--- config.mk ---
export PLATFORM = sky130hd
export DESIGN_NAME = servo_status_output_selector
export DESIGN_NICKNAME = d
export VERILOG_FILES = /design/src/servo_status_output_selector.v
export VERILOG_INCLUDE_DIRS = /design/src
export SDC_FILE = /design/constraint.sdc
export NUM_CORES = 1
export LEC_CHECK = 0
export BUFFER_PORTS_ARGS = -buffer_cell sky130_fd_sc_hd__buf_4
export CORE_UTILIZATION = 44
export DETAILED_ROUTE_END_ITERATION = 6
export PLACE_DENSITY = 0.59
export SYNTH_ARGS = -nofsm -noshare
export SYNTH_HDL_FRONTEND = slang
export SYNTH_SLANG_ARGS = --single-unit
--- constraint.sdc ---
create_clock -name clk_i -period 43.6 [get_ports clk_i]
set_input_delay 4.36 -clock clk_i [delete_from_list [all_inputs] [get_ports clk_i]]
set_output_delay 4.36 -clock clk_i [all_outputs]
set_load 0.1 [all_outputs]
--- src/servo_status_regs.vh ---
// Register offsets, field positions, selector codes and timing counts of the servo status output selector.
`ifndef SERVO_STATUS_REGS_VH
`define SERVO_STATUS_REGS_VH

// Register byte addresses.
`define REG_CTRL         8'h00
`define REG_OL_TIME      8'h04
`define REG_WARN_PCT     8'h08
`define REG_STATUS       8'h0c
`define REG_IRQ_STATUS   8'h10
`define REG_IRQ_MASK     8'h14
`define REG_OL_ACC       8'h18

// Selector codes.
`define SEL_SERVO_FAULT  8'h07
`define SEL_OL_WARN      8'h10
`define SEL_WARN         8'h11
`define SEL_OVF          8'h12
`define SEL_REV_LIMIT    8'h13
`define SEL_FWD_LIMIT    8'h14
`define SEL_CMD_DONE     8'h15

// Status bit positions (shared by live status, sticky status and mask).
`define ST_OL_WARN       0
`define ST_OL_FAULT      1
`define ST_SERVO_FAULT   2
`define ST_WARN          3
`define ST_OVF           4
`define ST_REV_LIMIT     5
`define ST_FWD_LIMIT     6
`define ST_CMD_DONE      7
`define ST_WIDTH         8

// Reset values.
`define RST_SEL          8'h07
`define RST_WARN_PCT     8'h3c
// Overload time counted in milliseconds; 8000 ms default.
`define RST_OL_TIME_MS   32'h00001f40
`define MS_NS            1000000
`define CLK_PERIOD_NS    10
`define TICK_CYCLES      (`MS_NS / `CLK_PERIOD_NS)

`endif

--- src/servo_status_output_selector.v ---
// Servo status output selector with overload timing and a Wishbone register slave.
`timescale 1ns/1ns
`default_nettype none
`include "servo_status_regs.vh"

module servo_status_output_selector #(
    parameter TICK_CYCLES = `TICK_CYCLES,
    parameter NUM_OUT     = 4
) (
    // Clock and reset.
    input  wire                  clk_i,
    input  wire                  rst_i,
    // Wishbone slave.
    input  wire                  cyc_i,
    input  wire                  stb_i,
    input  wire                  we_i,
    input  wire [7:0]            adr_i,
    input  wire [3:0]            sel_i,
    input  wire [31:0]           dat_i,
    output reg  [31:0]           dat_o,
    output reg                   ack_o,
    // Drive conditions.
    input  wire                  overload_i,
    input  wire                  fault_i,
    input  wire                  rev_limit_err_i,
    input  wire                  fwd_limit_err_i,
    input  wire                  estop_i,
    input  wire                  comm_err_i,
    input  wire                  undervolt_i,
    input  wire                  poscmd_overflow_i,
    input  wire                  rev_soft_limit_i,
    input  wire                  fwd_soft_limit_i,
    input  wire                  pr_cmd_busy_i,
    input  wire                  pr_cmd_started_i,
    // Status outputs.
    output reg  [NUM_OUT-1:0]    dig_out_o,
    output reg                   overload_fault_alarm_o,
    output reg                   irq_o
);

    reg  [8*NUM_OUT-1:0]       out_sel;
    reg  [31:0]                ol_time_ms;
    reg  [7:0]                 warn_pct;
    reg  [`ST_WIDTH-1:0]       irq_status;
    reg  [`ST_WIDTH-1:0]       irq_mask;
    reg  [31:0]                ol_acc_ms;
    reg  [31:0]                tick_cnt;
    reg                        overload_warn_out;
    reg                        overload_fault_alarm;
    reg                        cmd_done;
    reg                        cmd_seen;
    reg  [`ST_WIDTH-1:0]       live_prev;
    reg  [31:0]                next_dat;
    wire [39:0]                warn_product;
    wire [39:0]                warn_quot;
    wire [31:0]                warn_time_threshold;
    wire [`ST_WIDTH-1:0]       live;
    wire                       servo_fault_out;
    wire                       general_warn;
    wire                       wb_req;
    wire [`ST_WIDTH-1:0]       rise;

    // Threshold in ms: overload time times percent over one hundred.
    assign warn_product        = ol_time_ms * warn_pct;
    // Divide the full product so that long overload times do not wrap before scaling.
    assign warn_quot           = warn_product / 40'd100;
    assign warn_time_threshold = warn_quot[31:0];

    assign general_warn    = rev_limit_err_i | fwd_limit_err_i | estop_i | comm_err_i | undervolt_i;
    assign servo_fault_out = fault_i | overload_fault_alarm;

    assign live[`ST_OL_WARN]     = overload_warn_out;
    assign live[`ST_OL_FAULT]    = overload_fault_alarm;
    assign live[`ST_SERVO_FAULT] = servo_fault_out;
    assign live[`ST_WARN]        = general_warn;
    assign live[`ST_OVF]         = poscmd_overflow_i;
    assign live[`ST_REV_LIMIT]   = rev_soft_limit_i;
    assign live[`ST_FWD_LIMIT]   = fwd_soft_limit_i;
    assign live[`ST_CMD_DONE]    = cmd_done;

    assign rise   = live & ~live_prev;
    assign wb_req = cyc_i & stb_i & ~ack_o;

    // Maps a selector code onto the live condition it names; unknown codes give low.
    function sel_level;
        input [7:0]            code;
        input [`ST_WIDTH-1:0]  st;
        begin
            case (code)
                `SEL_SERVO_FAULT: sel_level = st[`ST_SERVO_FAULT];
                `SEL_OL_WARN:     sel_level = st[`ST_OL_WARN];
                `SEL_WARN:        sel_level = st[`ST_WARN];
                `SEL_OVF:         sel_level = st[`ST_OVF];
                `SEL_REV_LIMIT:   sel_level = st[`ST_REV_LIMIT];
                `SEL_FWD_LIMIT:   sel_level = st[`ST_FWD_LIMIT];
                `SEL_CMD_DONE:    sel_level = st[`ST_CMD_DONE];
                default:          sel_level = 1'b0;
            endcase
        end
    endfunction

    // Millisecond overload accumulator; only unbroken overload is counted.
    always @(posedge clk_i)
    begin
        if (rst_i || !overload_i)
        begin
            tick_cnt  <= 32'h00000000;
            ol_acc_ms <= 32'h00000000;
        end
        else if (tick_cnt == TICK_CYCLES - 1)
        begin
            tick_cnt <= 32'h00000000;
            if (ol_acc_ms != 32'hffffffff)
            begin
                ol_acc_ms <= ol_acc_ms + 32'h00000001;
            end
        end
        else
        begin
            tick_cnt <= tick_cnt + 32'h00000001;
        end
    end

    // The fault alarm latches until reset; the warning is a level that ends with the overload.
    always @(posedge clk_i)
    begin
        if (rst_i)
        begin
            overload_warn_out    <= 1'b0;
            overload_fault_alarm <= 1'b0;
        end
        else
        begin
            overload_warn_out <= overload_i && (ol_acc_ms > warn_time_threshold);
            if (overload_i && (ol_acc_ms > ol_time_ms))
            begin
                overload_fault_alarm <= 1'b1;
            end
        end
    end

    // Command complete falls at start of a register command and rises when it ends.
    always @(posedge clk_i)
    begin
        if (rst_i)
        begin
            cmd_done <= 1'b0;
        end
        else if (pr_cmd_started_i || pr_cmd_busy_i)
        begin
            cmd_done <= 1'b0;
        end
        else if (!pr_cmd_busy_i && live_prev[`ST_CMD_DONE] == 1'b0 && cmd_seen)
        begin
            cmd_done <= 1'b1;
        end
    end

    // Remembers that a command has run since reset, so completion is not claimed before one.
    always @(posedge clk_i)
    begin
        if (rst_i)
        begin
            cmd_seen <= 1'b0;
        end
        else if (pr_cmd_started_i || pr_cmd_busy_i)
        begin
            cmd_seen <= 1'b1;
        end
    end

    // Output pins and interrupt, all registered.
    genvar g;
    generate
        for (g = 0; g < NUM_OUT; g = g + 1)
        begin : g_out
            always @(posedge clk_i)
            begin
                if (rst_i)
                begin
                    dig_out_o[g] <= 1'b0;
                end
                else
                begin
                    dig_out_o[g] <= sel_level(out_sel[8*g +: 8], live);
                end
            end
        end
    endgenerate

    always @(posedge clk_i)
    begin
        if (rst_i)
        begin
            overload_fault_alarm_o <= 1'b0;
            irq_o                  <= 1'b0;
            live_prev              <= {`ST_WIDTH{1'b0}};
        end
        else
        begin
            overload_fault_alarm_o <= overload_fault_alarm;
            irq_o                  <= |(irq_status & irq_mask);
            live_prev              <= live;
        end
    end

    // Read multiplexer.
    always @*
    begin
        next_dat = 32'h00000000;
        if (adr_i == `REG_CTRL)
        begin
            next_dat = out_sel;
        end
        else if (adr_i == `REG_OL_TIME)
        begin
            next_dat = ol_time_ms;
        end
        else if (adr_i == `REG_WARN_PCT)
        begin
            next_dat = {24'h000000, warn_pct};
        end
        else if (adr_i == `REG_STATUS)
        begin
            next_dat = {24'h000000, live};
        end
        else if (adr_i == `REG_IRQ_STATUS)
        begin
            next_dat = {24'h000000, irq_status};
        end
        else if (adr_i == `REG_IRQ_MASK)
        begin
            next_dat = {24'h000000, irq_mask};
        end
        else if (adr_i == `REG_OL_ACC)
        begin
            next_dat = ol_acc_ms;
        end
    end

    // Wishbone slave: one wait state, ack for one cycle; unmapped reads return zero.
    integer b;
    always @(posedge clk_i)
    begin
        if (rst_i)
        begin
            ack_o      <= 1'b0;
            dat_o      <= 32'h00000000;
            out_sel    <= {NUM_OUT{`RST_SEL}};
            ol_time_ms <= `RST_OL_TIME_MS;
            warn_pct   <= `RST_WARN_PCT;
            irq_mask   <= {`ST_WIDTH{1'b0}};
            irq_status <= {`ST_WIDTH{1'b0}};
        end
        else
        begin
            ack_o <= wb_req;
            dat_o <= wb_req ? next_dat : 32'h00000000;
            // Set wins over a write-one clear in the same cycle.
            if (wb_req && we_i && sel_i[0] && adr_i == `REG_IRQ_STATUS)
            begin
                irq_status <= (irq_status & ~dat_i[`ST_WIDTH-1:0]) | rise;
            end
            else
            begin
                irq_status <= irq_status | rise;
            end
            if (wb_req && we_i)
            begin
                if (adr_i == `REG_CTRL)
                begin
                    for (b = 0; b < 4; b = b + 1)
                    begin
                        if (sel_i[b] && b < NUM_OUT)
                        begin
                            out_sel[8*b +: 8] <= dat_i[8*b +: 8];
                        end
                    end
                end
                else if (adr_i == `REG_OL_TIME)
                begin
                    for (b = 0; b < 4; b = b + 1)
                    begin
                        if (sel_i[b])
                        begin
                            ol_time_ms[8*b +: 8] <= dat_i[8*b +: 8];
                        end
                    end
                end
                else if (adr_i == `REG_WARN_PCT)
                begin
                    if (sel_i[0])
                    begin
                        warn_pct <= dat_i[7:0];
                    end
                end
                else if (adr_i == `REG_IRQ_MASK)
                begin
                    if (sel_i[0])
                    begin
                        irq_mask <= dat_i[`ST_WIDTH-1:0];
                    end
                end
            end
        end
    end

endmodule // servo_status_output_selector
`default_nettype wire

==> results.json, run 1 <==
{
  "timing.final.crit_share": 0.7612,
  "grt_use_total": 0.2719,
  "end_kind": "register",
  "critPathSlowestCell": "dfxtp_1",
  "vdd_ir_drop_max_mv": 0.07962,
  "synth_top_cell_area_share": 0.1471,
  "ys_types": 150,
  "die_y_um": 252.0,
  "synth.area.top_cells": "dfxtp_1 15%, fa_1 13%, ha_1 5.7%",
  "start_util": 0.4454,
  "drt_iter0_drc": 2260,
  "yosys.area.top_type": "dfxtp_1",
  "crit_arrival_ns": 33.59,
  "cts_sinks": 202,
  "fin_setup_tns_ns": 0,
  "crit_buf_inv": 6,
  "hpwlAfterDp_mm": 67.87,
  "r2r_cells": 104,
  "dieArea_mm2": 0.06348,
  "n_fill_cell": 6140,
  "slowest_delay_ns": 1.08,
  "grt_pass1_wl_mm": 140.6,
  "cts_max_level": 1,
  "cp_max_fo": 34,
  "yosys_warnings": 0,
  "worstHoldPathCells": 1,
  "grt_max_degree": 107,
  "maxSlewHeadroom": 0.1803,
  "rsz0062_at_grt": "false",
  "io_pins": 100,
  "grt_pass1_vias": 25500,
  "clk_pin_slew_ns": 0.06,
  "dp.cells": 4219,
  "cts_tree": "built",
  "root_buffer": "clkbuf_16",
  "cts_buffers": 23,
  "via_per_inst": 6.159,
  "coreArea_mm2": 0.06171,
  "fp.dieW_um": 252.0,
  "wl_per_cell_um": 20.50,
  "syn_to_final_growth_pct": 7.046,
  "crit_required_ns": 44.01,
  "netlist_instances": 3428,
  "synth_area_per_cell_um2": 8.019,
  "holdBufCountCts": 0,
  "finalWeightedCongestion": 0.9213,
  "worstHoldStart": "tick_cnt[0]",
  "report.final.setup_viol": 0,
  "vias": 26240,
  "ys_ff_latch": 202,
  "synth_common_cells": "338 x nor2_1, 267 x nand2_1, 238 x inv_1",
  "crit_path_start": "warn_pct[6]",
  "final_cells": 4261,
  "seq_area_frac_synth": 0.1471,
  "tightest_slew_ns": 1.227,
  "design_area_mm2": 0.02943,
  "io_buffers": 99,
  "clk_latency_ns": 0.57,
  "nets": 3774,
  "startpoint_type": "register",
  "gr-total-overflow": 0,
  "hp-class": "reg2reg",
  "path_class": "reg2reg",
  "drv_cap": 0,
  "drive_gt1_frac": 0.09492,
  "synthFlopType": "dfxtp_1",
  "row_count": 91,
  "ant_nets": 0,
  "power_density_mw_per_mm2": 35.45,
  "r2r_start": "warn_pct[6]",
  "synth_nets": 3795,
  "placedInstanceArea_mm2": 0.02865,
  "period_needed_ns": 33.19,
  "violations": "design-rule violations",
  "critPathTopFamily": "compound AO/OA/AOI/OAI gates",
  "timing.fmax_mhz": 30.13,
  "wirelength_mm": 87.34,
  "cp_num_cells": 104,
  "fin_util": 0.4768,
  "hold_violations": 0,
  "synth_edf_count": 0,
  "cts_resized": 0,
  "drc": 1,
  "post_cts_buffers": 0,
  "antenna_found_initial": 0,
  "syn_area_mm2": 0.02749,
  "status": "complete, but fails checks",
  "yosysMostFrequentCell": "nor2_1",
  "leakagePower_nw": 11.78,
  "dr.pass1.iters": 7,
  "clock-skew-final_ns": 0.02572,
  "cts_buffer_depth": 3,
  "path_common_cell": "a21oi_1",
  "async_reset_ff_frac": 0,
  "final_max_slew_viol_count": 0,
  "antenna_cells": 0
}
-- cells in the final DEF (no fill, tap or decap), types with 23 or more instances in the layout --
| cell type | Yosys | final |
|---|---|---|
| o21ai_0 | 102 | 102 |
| nor2_1 | 338 | 338 |
| a211oi_1 | 30 | 30 |
| a211o_1 | 42 | 42 |
| o211ai_1 | 39 | 39 |
| buf_4 | 33 | 132 |
| a31oi_1 | 32 | 32 |
| xnor2_1 | 96 | 96 |
| nand3_1 | 98 | 98 |
| nor4_1 | 42 | 40 |
| nand4_1 | 50 | 50 |
| fa_1 | 180 | 180 |
| ha_1 | 126 | 126 |
| inv_1 | 238 | 238 |
| or3_1 | 30 | 30 |
| a222oi_1 | 24 | 24 |
| o21a_1 | 23 | 23 |
| clkbuf_16 | 0 | 23 |
| nand2_1 | 267 | 267 |
| and3_1 | 58 | 58 |
| and2_1 | 220 | 220 |
| a21o_1 | 31 | 31 |
| o21ai_1 | 25 | 25 |
| dfxtp_1 | 202 | 202 |
| nor2b_1 | 48 | 48 |
| nor3_1 | 58 | 58 |
| a21oi_1 | 172 | 172 |
| xor2_1 | 70 | 70 |
| mux2i_1 | 105 | 105 |
-- sequential cells by signal, indices dropped and copies added (netlist names), 8 cells and up --
name and cells:
irq_status 8, ol_time_ms 32, live_prev 8, irq_mask 8, ol_acc_ms 32, tick_cnt 32
warn_pct 8, out_sel 32, dat_o 32
-- power by group --
part           switching [W]  internal [W]  total, W
registers        0.000000777      0.000186  0.000186
clock network      0.0000865      0.000114  0.000201
logic               0.000401      0.000255  0.000656
-- stage by stage --
step	setup slack (ns)	hold WS (ns)	total power (W)
finish	10.41	0.4714	0.001043
global route	7.814	0.5032	0.001129
CTS	11.05	0.4699	0.001042
detailed placement	11.13	0.4559	0.0008365
global placement	12.24	0.4435	0.0008290
floorplan	17.42	0.4303	0.0007162
-- metal layers --
layer	vias to the layer above	global-route usage	part of all wire
li1	12310	-	-
met1	12940	0.3612	0.43
met2	856	0.4683	0.49
met3	144	0.02228	0.051
met4	0	0.07948	0.030
met5	-	0	0
-- logic make-up after synthesis --
logic type / synth area share
mux: 0.04588
flops: 0.1471
xor+xnor: 0.06076
compound gates: 0.2369
buf+inv: 0.06737
simple gates: 0.2479
fa+ha+maj: 0.1941
-- area by class of cell --
type,count,area (µm²),share of cell area
Inverter,251,957.2,0.03253
Clock buffer,32,669.4,0.02275
Multi-Input combinational cell,2797,21610,0.7345
Timing Repair Buffer,132,991.0,0.03368
Tap cell,837,1047,0.03559
Clock inverter,10,105.1,0.003572
Sequential cell,202,4044,0.1374
-- path summary, 6_finish.rpt --
path	end	slack [ns]
worst min-delay path	tick_cnt[0]	0.47
worst max-delay path	overload_warn_out	10.41
worst max register to register	overload_warn_out	10.41
worst min register to register	tick_cnt[0]	0.47
Note: power is estimated with default switching activity, not from simulation.
==> run 2, diff against run 1 <==
--- a/config.mk
+++ b/config.mk
@@ -9,7 +9,7 @@
 export BUFFER_PORTS_ARGS = -buffer_cell sky130_fd_sc_hd__buf_4
 export CORE_UTILIZATION = 44
 export DETAILED_ROUTE_END_ITERATION = 6
-export PLACE_DENSITY = 0.59
+export PLACE_DENSITY = 0.61
 export SYNTH_ARGS = -nofsm -noshare
 export SYNTH_HDL_FRONTEND = slang
 export SYNTH_SLANG_ARGS = --single-unit
==> constraint.sdc (replaced) <==
create_clock -name clk_i -period 27.4 [get_ports clk_i]
set_input_delay 2.74 -clock clk_i [delete_from_list [all_inputs] [get_ports clk_i]]
set_output_delay 2.74 -clock clk_i [all_outputs]
set_load 0.1 [all_outputs]
==> results.json, run 2 (same netlist as run 1, synthesis figures left out) <==
{
  "io_buffers": 99,
  "cts_buffers": 24,
  "crit_arrival_ns": 27.33,
  "critPathSlowestCell": "fa_1",
  "cp_max_fo": 31,
  "wl_per_cell_um": 18.36,
  "vias": 27090,
  "gr-total-overflow": 0,
  "crit_path_start": "warn_pct[3]",
  "antenna_found_initial": 0,
  "timing.fmax_mhz": 37.10,
  "clk_latency_ns": 0.55,
  "grt_use_total": 0.2649,
  "path_common_cell": "buf_4",
  "via_per_inst": 5.816,
  "hold_violations": 0,
  "cts_buffer_depth": 3,
  "vdd_ir_drop_max_mv": 0.1461,
  "io_pins": 100,
  "hpwlAfterDp_mm": 67.57,
  "end_kind": "register",
  "status": "complete, no violations",
  "dieArea_mm2": 0.06348,
  "dr.pass1.iters": 6,
  "slowest_delay_ns": 0.56,
  "worstHoldStart": "tick_cnt[0]",
  "drt_iter0_drc": 1997,
  "antenna_cells": 0,
  "grt_pass1_wl_mm": 138.8,
  "coreArea_mm2": 0.06171,
  "tightest_slew_ns": 1.181,
  "final_cells": 4658,
  "die_y_um": 252.0,
  "mostFrequentLayoutCells": "520 x buf_4, 332 x nor2_1, 266 x nand2_1, 238 x inv_1, 220 x and2_1",
  "drv_cap": 0,
  "maxSlewHeadroom": 0.2100,
  "fp.dieW_um": 252.0,
  "grt_pass1_vias": 26280,
  "clock-skew-final_ns": 0.01765,
  "ant_nets": 0,
  "rsz0062_at_grt": "true",
  "leakagePower_nw": 13.92,
  "cts_max_level": 1,
  "report.final.setup_viol": 0,
  "clk_pin_slew_ns": 0.07,
  "row_count": 91,
  "start_util": 0.4454,
  "cts_tree": "built",
  "startpoint_type": "register",
  "drive_gt1_frac": 0.2193,
  "dp.cells": 4609,
  "wirelength_mm": 85.51,
  "layout_commonest_cell": "buf_4",
  "finalWeightedCongestion": 0.9360,
  "final_max_slew_viol_count": 0,
  "root_buffer": "clkbuf_16",
  "r2r_start": "warn_pct[3]",
  "holdBufCountCts": 0,
  "n_fill_cell": 5842,
  "power.total_w": 0.002098,
  "nets": 4172,
  "hp-class": "reg2reg",
  "power_density_mw_per_mm2": 62.95,
  "period_needed_ns": 26.95,
  "timing.final.crit_share": 0.9837,
  "drc": 0,
  "crit_required_ns": 27.78,
  "cts_sinks": 202,
  "grt_max_degree": 73,
  "syn_to_final_growth_pct": 21.25,
  "path_class": "reg2reg"
}
-- run 2: what timing repair did --
action / CTS / global route
resized for setup: 12 / 142
endpoints found under the setup margin: 1 / 1
buffers inserted: 0 / 6
pin swaps: 0 / 27
cloned: 0 / 1
-- run 2: final cells by class --
cell class / count / area [µm²] / share of cell area
multi-input cells: 2798 / 22380 / 0.6715
flip-flops and latches: 202 / 4065 / 0.1220
repair buffers: 528 / 4055 / 0.1217
well taps: 837 / 1047 / 0.03142
inverters: 251 / 957.2 / 0.02872
clock buffers: 31 / 678.2 / 0.02035
clock inverters: 11 / 147.6 / 0.004430
-- run 2: worst max-delay path: cells and delay by family (launching register included) --
kind | cells | cell delay, ns
AOI/OAI and AO/OA | 50 | 11.66
and+or+nand+nor | 34 | 8.37
adders and majority gates | 10 | 3.95
buffers and inverters | 11 | 1.65
xor gates and xnor gates | 3 | 0.74
DFF | 1 | 0.35
-- run 2: layer usage --
metal  part of all wire  up-vias  global-route usage
met5                  0        -                   0
met4              0.024        0             0.06268
met3              0.047      125             0.02125
met2               0.48      727              0.4567
met1               0.45    13120              0.3574
li1                   -    13120                   -
-- run 2: final timing paths --
| path | endpoint | slack [ns] | cells past startpoint |
|---|---|---|---|
| setup / recovery | overload_warn_out | 0.45 | 108 |
| hold / removal | tick_cnt[0] | 0.46 | 1 |
| setup reg to reg | overload_warn_out | 0.45 | 108 |
| hold reg to reg | tick_cnt[0] | 0.46 | 1 |
-- run 2: report_power, final --
| part | total, W | internal (W) | switching (W) |
|---|---|---|---|
| sequential | 0.000297 | 0.000295 | 0.00000123 |
| combinational | 0.00146 | 0.000733 | 0.000730 |
| clock | 0.000339 | 0.000203 | 0.000136 |
-- run 2: per-stage QoR --
step                      utilization  hold slack [ns]  area (µm²)  setup TNS [ns]  setup slack, ns
after floorplan                     -           0.4303       27490               0            1.221
after global placement         0.5133           0.4435       31680         -0.1220          -0.1220
after detailed placement       0.5133           0.4521       31680         -0.3422          -0.3422
after CTS                      0.5277           0.4663       32570               0          0.04676
after global routing           0.5401           0.5093       33330         -0.8944          -0.8944
final                          0.5401           0.4613       33330               0           0.4478
